===== src/rtl/rcp_pkg.sv =====
package rcp_pkg;

    // ****************************************************************
    // Widths
    // ****************************************************************
    localparam int MEAS_W = 20;
    localparam int THR_W = 19;
    localparam int FRAC_W = 8;
    localparam int RATIO_W = MEAS_W + FRAC_W;
    localparam int PCT_W = 7;
    localparam int ADDR_W = 12;
    localparam int NGROUPS = 8;
    localparam int GRP_W = 3;

    // ****************************************************************
    // Threshold in units of 0.0001 x In
    // ****************************************************************
    localparam logic [THR_W-1:0] THR_MIN = 19'h00001;
    localparam logic [THR_W-1:0] THR_MAX = 19'h61a80;
    localparam logic [THR_W-1:0] THR_RST = 19'h02ee0;
    localparam logic [PCT_W-1:0] DROP_PCT = 7'h61;
    localparam logic [PCT_W-1:0] FULL_PCT = 7'h64;

    // ****************************************************************
    // Measurement time base
    // ****************************************************************
    localparam int TICK_MS = 5;
    localparam int CLK_KHZ = 125000;
    localparam int TICK_CYCLES = TICK_MS * CLK_KHZ;
    localparam int TICK_W = 20;

    // ****************************************************************
    // Register offsets (byte addresses)
    // ****************************************************************
    localparam logic [ADDR_W-1:0] OFS_CTRL = 12'h000;
    localparam logic [ADDR_W-1:0] OFS_GLOBAL = 12'h004;
    localparam logic [ADDR_W-1:0] OFS_REMOTE = 12'h008;
    localparam logic [ADDR_W-1:0] OFS_STATUS = 12'h00c;
    localparam logic [ADDR_W-1:0] OFS_MEAS = 12'h010;
    localparam logic [ADDR_W-1:0] OFS_RATIO = 12'h014;
    localparam logic [ADDR_W-1:0] OFS_THR_BASE = 12'h020;
    localparam logic [ADDR_W-1:0] OFS_THR_LAST = 12'h03c;

    // ****************************************************************
    // Field layout
    // ****************************************************************
    localparam int CTRL_W = 9;
    localparam int CTRL_SRC_LSB = 0;
    localparam int CTRL_MAG_LSB = 2;
    localparam int CTRL_SIDE = 4;
    localparam int CTRL_REMOTE = 5;
    localparam int CTRL_MODE_LSB = 6;
    localparam logic [CTRL_W-1:0] CTRL_RST = 9'h000;
    localparam int GLB_W = 4;
    localparam int GLB_INDIV = 0;
    localparam int GLB_FORCE = 1;
    localparam int GLB_FVAL_LSB = 2;
    localparam logic [GLB_W-1:0] GLB_RST = 4'h0;

    typedef enum logic [1:0] {SRC_COARSE, SRC_SENS, SRC_CALC} rcp_src_e;
    typedef enum logic [1:0] {MAG_RMS, MAG_TRMS, MAG_PP} rcp_mag_e;
    typedef enum logic [2:0] {
        MODE_ON, MODE_BLOCKED, MODE_TEST, MODE_TEST_BLOCKED, MODE_OFF
    } rcp_mode_e;
    typedef enum logic [1:0] {
        COND_NORMAL, COND_START, COND_TRIP, COND_BLOCKED
    } rcp_cond_e;

    typedef struct packed {
        logic [MEAS_W-1:0] coarse_rms;
        logic [MEAS_W-1:0] coarse_trms;
        logic [MEAS_W-1:0] coarse_pp;
        logic [MEAS_W-1:0] sens_rms;
        logic [MEAS_W-1:0] sens_trms;
        logic [MEAS_W-1:0] sens_pp;
        logic [MEAS_W-1:0] calc;
    } rcp_meas_s;

    typedef struct packed {
        logic start;
        logic trip;
        logic blocked;
        logic release_pulse;
        logic test;
        rcp_cond_e cond;
    } rcp_out_s;

endpackage : rcp_pkg


===== src/rtl/rcp_stage.sv =====
// How it works
// Monitor one source: coarse, sensitive, calculated
// Magnitude RMS, TRMS or peak, measured inputs
// TRMS covers up to 32 harmonics
// Magnitudes refreshed on a 5 ms base
// Side 1 or side 2 measurement module
// Remote threshold change only when allowed
// Five modes, settable when individual mode enabled
// Forced status when stage forcing enabled
// General settings independent of setting group
// Ratio of measured magnitude to threshold
// Pick up when magnitude exceeds threshold
// Release below 97 percent of threshold
// One threshold for all channels
// Threshold step 0.0001 In, max 40 In
// Group change alters threshold while running
// Pick-up gives start, or blocked if blocked
// Blocking during start clears start, release timing
// Block must arrive 5 ms before delay
// Evaluate once per new measurement
module rcp_stage #(
    parameter int TICK_CYCLES = rcp_pkg::TICK_CYCLES
) (
    // Clock and reset
    input wire logic ref_clk,
    input wire logic rst_n,
    // APB slave
    input wire logic psel,
    input wire logic penable,
    input wire logic pwrite,
    input wire logic [rcp_pkg::ADDR_W-1:0] paddr,
    input wire logic [31:0] pwdata,
    output logic [31:0] prdata,
    output logic pready,
    output logic pslverr,
    // Measurement front end
    input wire rcp_pkg::rcp_meas_s meas_side1,
    input wire rcp_pkg::rcp_meas_s meas_side2,
    // System
    input wire logic block_in,
    input wire logic [rcp_pkg::GRP_W-1:0] setting_group,
    // Stage outputs
    output rcp_pkg::rcp_out_s stage_o
);
    import rcp_pkg::*;

    // ****************************************************************
    // Registers
    // ****************************************************************
    logic [CTRL_W-1:0] ctrl_q;
    logic [GLB_W-1:0] glb_q;
    logic [THR_W-1:0] thr_q [NGROUPS];
    logic [31:0] prdata_q;
    logic pready_q;
    logic pslverr_q;
    logic [TICK_W-1:0] tick_q;
    logic [MEAS_W-1:0] meas_q;
    logic eval_q;
    logic picked_q;
    logic start_q;
    logic blocked_q;
    logic release_q;
    logic [RATIO_W-1:0] ratio_q;
    rcp_out_s out_q;

    // ****************************************************************
    // Bus decode
    // ****************************************************************
    logic setup;
    logic access;
    logic wr;
    logic hit_ctrl;
    logic hit_glb;
    logic hit_remote;
    logic hit_status;
    logic hit_meas;
    logic hit_ratio;
    logic hit_thr;
    logic hit_any;
    logic [GRP_W-1:0] thr_idx;
    logic [THR_W-1:0] wr_thr;
    logic thr_ok;
    logic ctrl_ok;
    logic remote_ok;
    logic refuse;

    assign setup = psel && !penable;
    assign access = psel && penable && pready_q;
    assign wr = access && pwrite;
    assign hit_ctrl = paddr == OFS_CTRL;
    assign hit_glb = paddr == OFS_GLOBAL;
    assign hit_remote = paddr == OFS_REMOTE;
    assign hit_status = paddr == OFS_STATUS;
    assign hit_meas = paddr == OFS_MEAS;
    assign hit_ratio = paddr == OFS_RATIO;
    assign hit_thr = paddr >= OFS_THR_BASE && paddr <= OFS_THR_LAST
        && paddr[1:0] == 2'b00;
    assign hit_any = hit_ctrl || hit_glb || hit_remote || hit_status
        || hit_meas || hit_ratio || hit_thr;
    assign thr_idx = paddr[GRP_W+1:2];
    assign wr_thr = pwdata[THR_W-1:0];
    // Out-of-range steps are refused rather than clamped
    assign thr_ok = wr_thr >= THR_MIN && wr_thr <= THR_MAX
        && pwdata[31:THR_W] == '0;
    assign ctrl_ok = pwdata[CTRL_SRC_LSB+:2] <= 2'(SRC_CALC)
        && pwdata[CTRL_MAG_LSB+:2] <= 2'(MAG_PP)
        && pwdata[CTRL_MODE_LSB+:3] <= 3'(MODE_OFF);
    assign remote_ok = ctrl_q[CTRL_REMOTE] && thr_ok;
    assign refuse = !hit_any
        || (pwrite && hit_ctrl && !ctrl_ok)
        || (pwrite && hit_remote && !remote_ok)
        || (pwrite && hit_thr && !thr_ok)
        || (pwrite && (hit_status || hit_meas || hit_ratio));

    // ****************************************************************
    // Settings decode
    // ****************************************************************
    rcp_src_e src;
    rcp_mag_e mag;
    rcp_mode_e mode_eff;
    logic indiv_en;
    logic force_en;
    rcp_cond_e force_val;
    logic [CTRL_W-1:0] ctrl_wr;

    assign src = rcp_src_e'(ctrl_q[CTRL_SRC_LSB+:2]);
    assign mag = rcp_mag_e'(ctrl_q[CTRL_MAG_LSB+:2]);
    assign indiv_en = glb_q[GLB_INDIV];
    assign force_en = glb_q[GLB_FORCE];
    assign force_val = rcp_cond_e'(glb_q[GLB_FVAL_LSB+:2]);
    assign mode_eff = indiv_en ?
        rcp_mode_e'(ctrl_q[CTRL_MODE_LSB+:3]) : MODE_ON;
    // Mode field keeps its value while individual setting is off
    assign ctrl_wr = indiv_en ? pwdata[CTRL_W-1:0] :
        {ctrl_q[CTRL_W-1:CTRL_MODE_LSB], pwdata[CTRL_MODE_LSB-1:0]};

    // ****************************************************************
    // Source and magnitude selection
    // ****************************************************************
    rcp_meas_s side_sel;
    logic [MEAS_W-1:0] coarse_mag;
    logic [MEAS_W-1:0] sens_mag;
    logic [MEAS_W-1:0] sel_mag;
    logic [THR_W-1:0] thr_act;

    assign side_sel = ctrl_q[CTRL_SIDE] ? meas_side2 : meas_side1;
    assign coarse_mag = mag == MAG_TRMS ? side_sel.coarse_trms :
        mag == MAG_PP ? side_sel.coarse_pp : side_sel.coarse_rms;
    assign sens_mag = mag == MAG_TRMS ? side_sel.sens_trms :
        mag == MAG_PP ? side_sel.sens_pp : side_sel.sens_rms;
    // Calculated value has only a fundamental, magnitude choice ignored
    assign sel_mag = src == SRC_SENS ? sens_mag :
        src == SRC_CALC ? side_sel.calc : coarse_mag;
    // General settings live in ctrl_q, untouched by the group select
    assign thr_act = thr_q[setting_group];

    // ****************************************************************
    // Time base and evaluation
    // ****************************************************************
    logic tick;
    logic picked_d;
    logic blk;
    logic pick_n;
    logic rise;
    logic start_n;
    logic blocked_n;
    logic ratio_done;
    logic [RATIO_W-1:0] ratio_res;

    assign tick = tick_q == TICK_W'(TICK_CYCLES - 1);

    rcp_hyst_cmp u_cmp (
        .meas (meas_q),
        .thr (thr_act),
        .picked (picked_q),
        .picked_d (picked_d)
    );

    rcp_ratio_div u_div (
        .ref_clk (ref_clk),
        .rst_n (rst_n),
        .start (eval_q),
        .meas (meas_q),
        .thr (thr_act),
        .ratio (ratio_res),
        .done (ratio_done)
    );

    // Block sampled once per evaluation; late blocking cannot stop a trip
    assign blk = block_in || mode_eff == MODE_BLOCKED
        || mode_eff == MODE_TEST_BLOCKED;
    assign pick_n = mode_eff != MODE_OFF && picked_d;
    assign rise = pick_n && !picked_q;
    assign start_n = !pick_n ? 1'b0 : rise ? !blk :
        blk ? 1'b0 : start_q;
    assign blocked_n = !pick_n ? 1'b0 : rise ? blk :
        (blk && start_q) ? 1'b1 : blocked_q;

    // ****************************************************************
    // Output mapping
    // ****************************************************************
    rcp_out_s out_d;
    rcp_cond_e cond_n;

    assign cond_n = force_en ? force_val :
        blocked_q ? COND_BLOCKED : start_q ? COND_START : COND_NORMAL;
    assign out_d.cond = cond_n;
    assign out_d.start = cond_n == COND_START;
    assign out_d.trip = cond_n == COND_TRIP;
    assign out_d.blocked = cond_n == COND_BLOCKED;
    assign out_d.release_pulse = release_q;
    assign out_d.test = mode_eff == MODE_TEST
        || mode_eff == MODE_TEST_BLOCKED;

    // ****************************************************************
    // Read mux
    // ****************************************************************
    logic [31:0] rd_mux;

    assign rd_mux = hit_ctrl ? 32'(ctrl_q) :
        hit_glb ? 32'(glb_q) :
        hit_remote ? 32'(thr_act) :
        hit_status ? 32'({out_q.cond, out_q.test, blocked_q, start_q,
            picked_q}) :
        hit_meas ? 32'(meas_q) :
        hit_ratio ? 32'(ratio_q) :
        hit_thr ? 32'(thr_q[thr_idx]) : 32'h0000_0000;

    // ****************************************************************
    // Clocked logic
    // ****************************************************************
    always_ff @(posedge ref_clk or negedge rst_n) begin
        if (!rst_n) begin
            pready_q <= 1'b0;
            pslverr_q <= 1'b0;
            prdata_q <= '0;
        end else begin
            pready_q <= setup;
            pslverr_q <= setup && refuse;
            prdata_q <= (setup && !pwrite) ? rd_mux : 32'h0000_0000;
        end
    end

    always_ff @(posedge ref_clk or negedge rst_n) begin
        if (!rst_n) begin
            ctrl_q <= CTRL_RST;
            glb_q <= GLB_RST;
        end else begin
            if (wr && hit_ctrl && ctrl_ok) begin
                ctrl_q <= ctrl_wr;
            end
            if (wr && hit_glb) begin
                glb_q <= pwdata[GLB_W-1:0];
            end
        end
    end

    for (genvar g = 0; g < NGROUPS; g++) begin : g_thr
        always_ff @(posedge ref_clk or negedge rst_n) begin
            if (!rst_n) begin
                thr_q[g] <= THR_RST;
            end else if (wr && hit_thr && thr_ok
                && thr_idx == GRP_W'(g)) begin
                thr_q[g] <= wr_thr;
            end else if (wr && hit_remote && remote_ok
                && setting_group == GRP_W'(g)) begin
                thr_q[g] <= wr_thr;
            end
        end
    end

    always_ff @(posedge ref_clk or negedge rst_n) begin
        if (!rst_n) begin
            tick_q <= '0;
            meas_q <= '0;
            eval_q <= 1'b0;
        end else begin
            tick_q <= tick ? '0 : tick_q + TICK_W'(1);
            eval_q <= tick;
            if (tick) begin
                meas_q <= sel_mag;
            end
        end
    end

    always_ff @(posedge ref_clk or negedge rst_n) begin
        if (!rst_n) begin
            picked_q <= 1'b0;
            start_q <= 1'b0;
            blocked_q <= 1'b0;
            release_q <= 1'b0;
        end else begin
            release_q <= eval_q && start_q && !start_n;
            if (eval_q) begin
                picked_q <= pick_n;
                start_q <= start_n;
                blocked_q <= blocked_n;
            end
        end
    end

    always_ff @(posedge ref_clk or negedge rst_n) begin
        if (!rst_n) begin
            ratio_q <= '0;
            out_q <= '0;
        end else begin
            out_q <= out_d;
            if (ratio_done) begin
                ratio_q <= ratio_res;
            end
        end
    end

    assign prdata = prdata_q;
    assign pready = pready_q;
    assign pslverr = pslverr_q;
    assign stage_o = out_q;

endmodule : rcp_stage


===== src/rtl/rcp_hyst_cmp.sv =====
module rcp_hyst_cmp (
    // Operands
    input wire logic [rcp_pkg::MEAS_W-1:0] meas,
    input wire logic [rcp_pkg::THR_W-1:0] thr,
    input wire logic picked,
    // Result
    output logic picked_d
);
    import rcp_pkg::*;

    // ****************************************************************
    // Scaled compare, no division needed
    // ****************************************************************
    logic [MEAS_W+PCT_W-1:0] meas_pct;
    logic [MEAS_W+PCT_W-1:0] thr_pct;
    logic above;
    logic below_drop;

    assign meas_pct = meas * FULL_PCT;
    assign thr_pct = {{(MEAS_W-THR_W){1'b0}}, thr} * DROP_PCT;
    assign above = meas > {{(MEAS_W-THR_W){1'b0}}, thr};
    assign below_drop = meas_pct < thr_pct;
    assign picked_d = picked ? !below_drop : above;

endmodule : rcp_hyst_cmp


===== src/rtl/rcp_ratio_div.sv =====
module rcp_ratio_div (
    // Clock and reset
    input wire logic ref_clk,
    input wire logic rst_n,
    // Request
    input wire logic start,
    input wire logic [rcp_pkg::MEAS_W-1:0] meas,
    input wire logic [rcp_pkg::THR_W-1:0] thr,
    // Result
    output logic [rcp_pkg::RATIO_W-1:0] ratio,
    output logic done
);
    import rcp_pkg::*;

    // ****************************************************************
    // Serial restoring divider, one bit per clock
    // ****************************************************************
    logic [RATIO_W-1:0] quo_q;
    logic [THR_W:0] rem_q;
    logic [THR_W-1:0] div_q;
    logic [4:0] cnt_q;
    logic busy_q;
    logic done_q;
    logic [THR_W:0] shifted;
    logic fits;

    assign shifted = {rem_q[THR_W-1:0], quo_q[RATIO_W-1]};
    assign fits = shifted >= {1'b0, div_q};

    always_ff @(posedge ref_clk or negedge rst_n) begin
        if (!rst_n) begin
            quo_q <= '0;
            rem_q <= '0;
            div_q <= THR_RST;
            cnt_q <= '0;
            busy_q <= 1'b0;
            done_q <= 1'b0;
        end else if (start) begin
            quo_q <= {meas, {FRAC_W{1'b0}}};
            rem_q <= '0;
            div_q <= thr;
            cnt_q <= 5'(RATIO_W - 1);
            busy_q <= 1'b1;
            done_q <= 1'b0;
        end else if (busy_q) begin
            rem_q <= fits ? shifted - {1'b0, div_q} : shifted;
            quo_q <= {quo_q[RATIO_W-2:0], fits};
            cnt_q <= cnt_q - 5'h01;
            busy_q <= cnt_q != 5'h00;
            done_q <= cnt_q == 5'h00;
        end else begin
            done_q <= 1'b0;
        end
    end

    assign ratio = quo_q;
    assign done = done_q;

endmodule : rcp_ratio_div


===== config.mk =====
export PLATFORM = sky130hd
export DESIGN_NAME = rcp_stage
export DESIGN_NICKNAME = d
export VERILOG_FILES = /design/src/rtl/rcp_pkg.sv /design/src/rtl/rcp_stage.sv /design/src/rtl/rcp_hyst_cmp.sv /design/src/rtl/rcp_ratio_div.sv
export SDC_FILE = /design/constraint.sdc
export NUM_CORES = 1
export LEC_CHECK = 0
export ABC_AREA = 1
export BUFFER_PORTS_ARGS = -buffer_cell sky130_fd_sc_hd__buf_2
export CAP_MARGIN = 5
export CORE_MARGIN = 3
export CORE_UTILIZATION = 50
export DETAILED_ROUTE_END_ITERATION = 6
export PLACE_DENSITY = 0.71
export SLEW_MARGIN = 20
export SYNTH_ARGS = -nofsm -noshare
export SYNTH_HDL_FRONTEND = slang
export SYNTH_HIERARCHICAL = 1
export SYNTH_SLANG_ARGS = --single-unit

===== constraint.sdc =====
create_clock -name ref_clk -period 5.1 [get_ports ref_clk]
set_input_delay 0 -clock ref_clk [delete_from_list [all_inputs] [get_ports ref_clk]]
set_output_delay 0 -clock ref_clk [all_outputs]
set_load 0.01 [all_outputs]

==> summary.md <==
| Metric | Value |
|---|---|
| F_max | 181 MHz |
| Adder-cell share of the synthesized area | 11.3% |
| VDD IR max | 0.222 mV |
| GRT met3 Usage | 7.76% |
| Total track usage | 34.6% |
| Largest net degree at the start of global routing | 125 |
| Crit path max fanout | 4 |
| Post-synth cell types | 60 |
| Async set or reset register ratio after synthesis | 100% |
| Max-slew violations | 0 |
| Inst Count DP | 5153 |
| GR Util met2 | 52.7% |
| Complex-gate fraction of the synthesized area | 13.0% |
| H-tree Lvls | 2 |
| Die Wd | 243 um |
| Clock sinks | 348 |
| Maxcap violations | 0 |
| CP top delay family | adder cells |
| Clock Tree Buf Depth | 3 |
| CP endpoint kind | flip-flop |
| Synth Flop Type | dfrtp_1 |
| CTS tree | done |
| Mean area per synthesized cell | 7.18 um2 |
| Root buffer cell | clkbuf_16 |
| Fraction of layout cells with a size suffix above 1 | 25.9% |
| Max stage delay cell, worst path | dfstp_2 |
| Per-cell routed wire length | 19.8 um |
| Final setup viols | 4 |
| DRC viols | 0 |
| Dpl cell area | 32200 um2 |
| Post-synth EDFFs | 0 |
| Total number of vias | 29700 |
| Rel. slew slack | 32.4% |
| Nets | 5127 |
| Initial antenna violation count | 4 |
| Mapped Area | 28100 um2 |
| Final Cycle Share | 108% |
| Routability cong. | 1.00 |
| Setup Skew | 0.0349 ns |
| Final Core Density | 64.3% |
| I/O pin count | 374 |
| Slack of the critical path | -0.414 ns |
| Core Rows | 86 |
| Lkg Pwr | 18.7 nW |
| Post-synthesis mux area share | 1.51% |
| Proportion of power drawn by the clock network | 36.9% |
| YS warnings | 6 |
| Status | finished, violations left |
| Detailed Routing Iterations Pass 1 | 7 |
| Post-DP HPWL | 77700 um |
| Vias per Instance | 5.56 |
| Simple-gate share of the synthesized area | 30.9% |
| Clk_lat worst skew | 0.59 ns |
| Port bufs | 369 |
| P&R area growth vs syn | 26.8% |
| Routed wire length | 106000 um |
| Register bit total from synthesis | 348 |
| Worst Path Required | 5.57 ns |
| FF-to-FF Start | thr_q[13]$_DFFE_PN1P_ |
| Detail Route Antenna Nets | 0 |
| Final Instance Area | 35600 um2 |
| Final min period | 5.51 ns |
| WHS | 0.00390 ns |
| Clock slew at reported path FFs | 0.06 ns |
| Layout fillers | 4938 |
| Post-Synthesis Cells | 3910 |
| Starting Density | 50.8% |
| Total CTS buffers | 41 |
| Global routing met1 resource utilization | 48.6% |
| Worst path max stage delay | 0.53 ns |
| Xor/xnor share of the synthesized area | 1.47% |
| RSZ-0062 raised after global routing | true |
| Worst-Margin Slew | 1.01 ns |
| DR iter-0 viols | 3427 |
| Final Non-Filler Cells | 5341 |
| Critical path startpoint category | flip-flop |
| Failing checks | setup timing |
| Psw | 2.55 mW |
| Sw Ratio | 30.9% |
| Number of global-route vias before repair | 28400 |
| Largest family of logic cells by synthesized area | simple AND/OR/NAND/NOR gates |
| Sequential element share of the synthesized area | 31.3% |
| Worst slack, placed | -0.562 ns |
| Reg power frac | 33.5% |
| Core Area | 55300 um2 |
| Worst path arrival time | 5.98 ns |
| CP Buf/Inv Count | 4 |
| Full die area | 59000 um2 |
| Die Ht | 243 um |
| First-pass GRT wire length | 160000 um |
| CP Launch Point | thr_q[13]$_DFFE_PN1P_ |
| GRT Residual Overflow | 0 |
| Critical path class | flip-flop to flip-flop |
| Final hold violations | 0 |
| Combinational share of power | 29.6% |
| PwrDens | 232 nW/um2 |
| Worst path most repeated cell | nand2_1 |
| Hold Crit Class | input pin to async pin |
| Top Usage Layer GRT | met2 |
| Int Power | 5.71 mW |
repair_timing:
item | in CTS | in global routing
setup buffers | 10 | 11
cloned | 0 | 0
endpoints found under the setup margin | 4 | 4
gates resized for setup | 66 | 112
hold buffers | 88 | 0
pin swaps | 42 | 83
hold endpoints to repair | 291 | 0
power groups by stage:
stage                     clock, mW  sequential [mW]  combinational (mW)
after floorplan                   0             2.81               0.965
after global placement            0             2.81                1.81
after detailed placement          0             2.81                1.83
after CTS                      3.07             2.77                2.06
after global routing           3.18             2.76                2.62
final                          3.05             2.77                2.44
through the flow:
stage | setup TNS (ns) | total power [mW]
finish | -1.18 | 8.25
global route | -1.97 | 8.57
CTS | -1.19 | 7.90
detailed placement | -1.92 | 4.64
global placement | -1.61 | 4.62
floorplan | 0 | 3.78
flip-flops by register name, summed over array words and instances, names as in the netlist, 9 cells and up:
| signal | flops |
|---|---|
| u_div/div_q | 19 |
| meas_q | 20 |
| ratio_q | 28 |
| thr_q | 152 |
| prdata | 28 |
| ctrl_q | 9 |
| u_div/rem_q | 19 |
| u_div/ratio | 28 |
| tick_q | 20 |
path summary, 6_finish.rpt:
kind                                         endpoint  slack, ns  depth (start not counted)
worst max-delay path            blocked_q$_DFFE_PN0P_      -0.41                         29
worst min-delay path              tick_q[4]$_DFF_PN0_      0.004                          2
worst max register to register  blocked_q$_DFFE_PN0P_      -0.41                         29
worst min register to register   stage_o[3]$_DFF_PN0_       0.43                          0
max in group asynchronous       thr_q[76]$_DFFE_PN0P_       3.60                          3
min in group ref_clk             glb_q[2]$_DFFE_PN0P_       0.08                          6
cell type report:
| class | count | area, um2 | share of cell area, % |
|---|---|---|---|
| clock buffer | 58 | 1170 | 3.29 |
| clock inverter | 18 | 219 | 0.615 |
| antenna | 3 | 7.51 | 0.0211 |
| tap | 748 | 936 | 2.63 |
| timing repair buffer | 794 | 5390 | 15.1 |
| inverter | 479 | 1810 | 5.08 |
| multi-input combinational | 2893 | 17300 | 48.5 |
| sequential | 348 | 8790 | 24.7 |
cell usage after synthesis (8+ instances only):
cell,number,area (um2)
o221ai_1,22,193
o21bai_1,23,173
nand3_1,207,1040
buf_2,24,120
ha_1,210,2630
nand4_1,39,244
nand2_4,16,180
xor2_1,25,219
inv_2,14,52.6
xnor2_1,22,193
nand2_1,1157,4340
a22oi_1,9,67.6
or2_2,16,100
buf_12,8,160
buf_6,23,259
dfrtp_1,285,7130
inv_1,461,1730
nor2_1,328,1230
nand3b_1,8,60.1
nor2_2,17,106
o21ai_1,11,55.1
nand2_2,16,100
o211ai_1,36,270
clkbuf_1,109,409
nor3_1,30,150
mux2_2,19,214
o22ai_1,46,288
nand3_2,90,901
o2111ai_1,33,289
mux2i_1,21,210
fa_1,27,541
a21oi_1,183,916
dfstp_2,63,1660
buf_4,24,180
o21ai_0,221,1110
cell usage in the layout (no fill, tap or decap), types with 9 or more instances in the layout:
cell type,netlist,routed
o22ai_1,46,46
nand2_4,16,25
a21oi_2,1,17
buf_2,24,368
o2111ai_1,33,28
xor2_1,25,23
buf_4,24,325
o221ai_1,22,22
inv_1,461,441
nor2_1,328,312
nor3_1,30,28
clkbuf_16,0,42
clkinv_2,0,12
nor2_2,17,27
buf_12,8,9
inv_2,14,33
dfstp_2,63,63
nand2_1,1157,1134
xnor2_1,22,20
mux2_2,19,19
fa_1,27,27
nand4_1,39,39
dlygate4sd3_1,0,88
or2_2,16,16
nor2_4,6,12
mux2i_1,21,21
ha_1,210,179
o21ai_0,221,214
o211ai_1,36,36
a21oi_1,183,160
nand3_2,90,96
o21ai_1,11,15
clkbuf_1,109,10
o21bai_1,23,22
nand2_2,16,29
ha_4,0,30
nand3_1,207,200
dfrtp_1,285,283
logic make-up after synthesis:
logic type | count (synthesis)
xor+xnor | 47
buf+inv | 672
compound gates | 621
flops | 348
mux | 40
other cells | 1
simple gates | 1944
fa+ha+maj | 237
routing by layer:
layer | vias to the layer above | part of all wire [%]
met5 | - | 0.020
met4 | 4 | 3.4
met3 | 250 | 10
met2 | 1494 | 44
met1 | 13900 | 43
li1 | 14000 | -
Note: power is estimated with default switching activity, not from simulation.
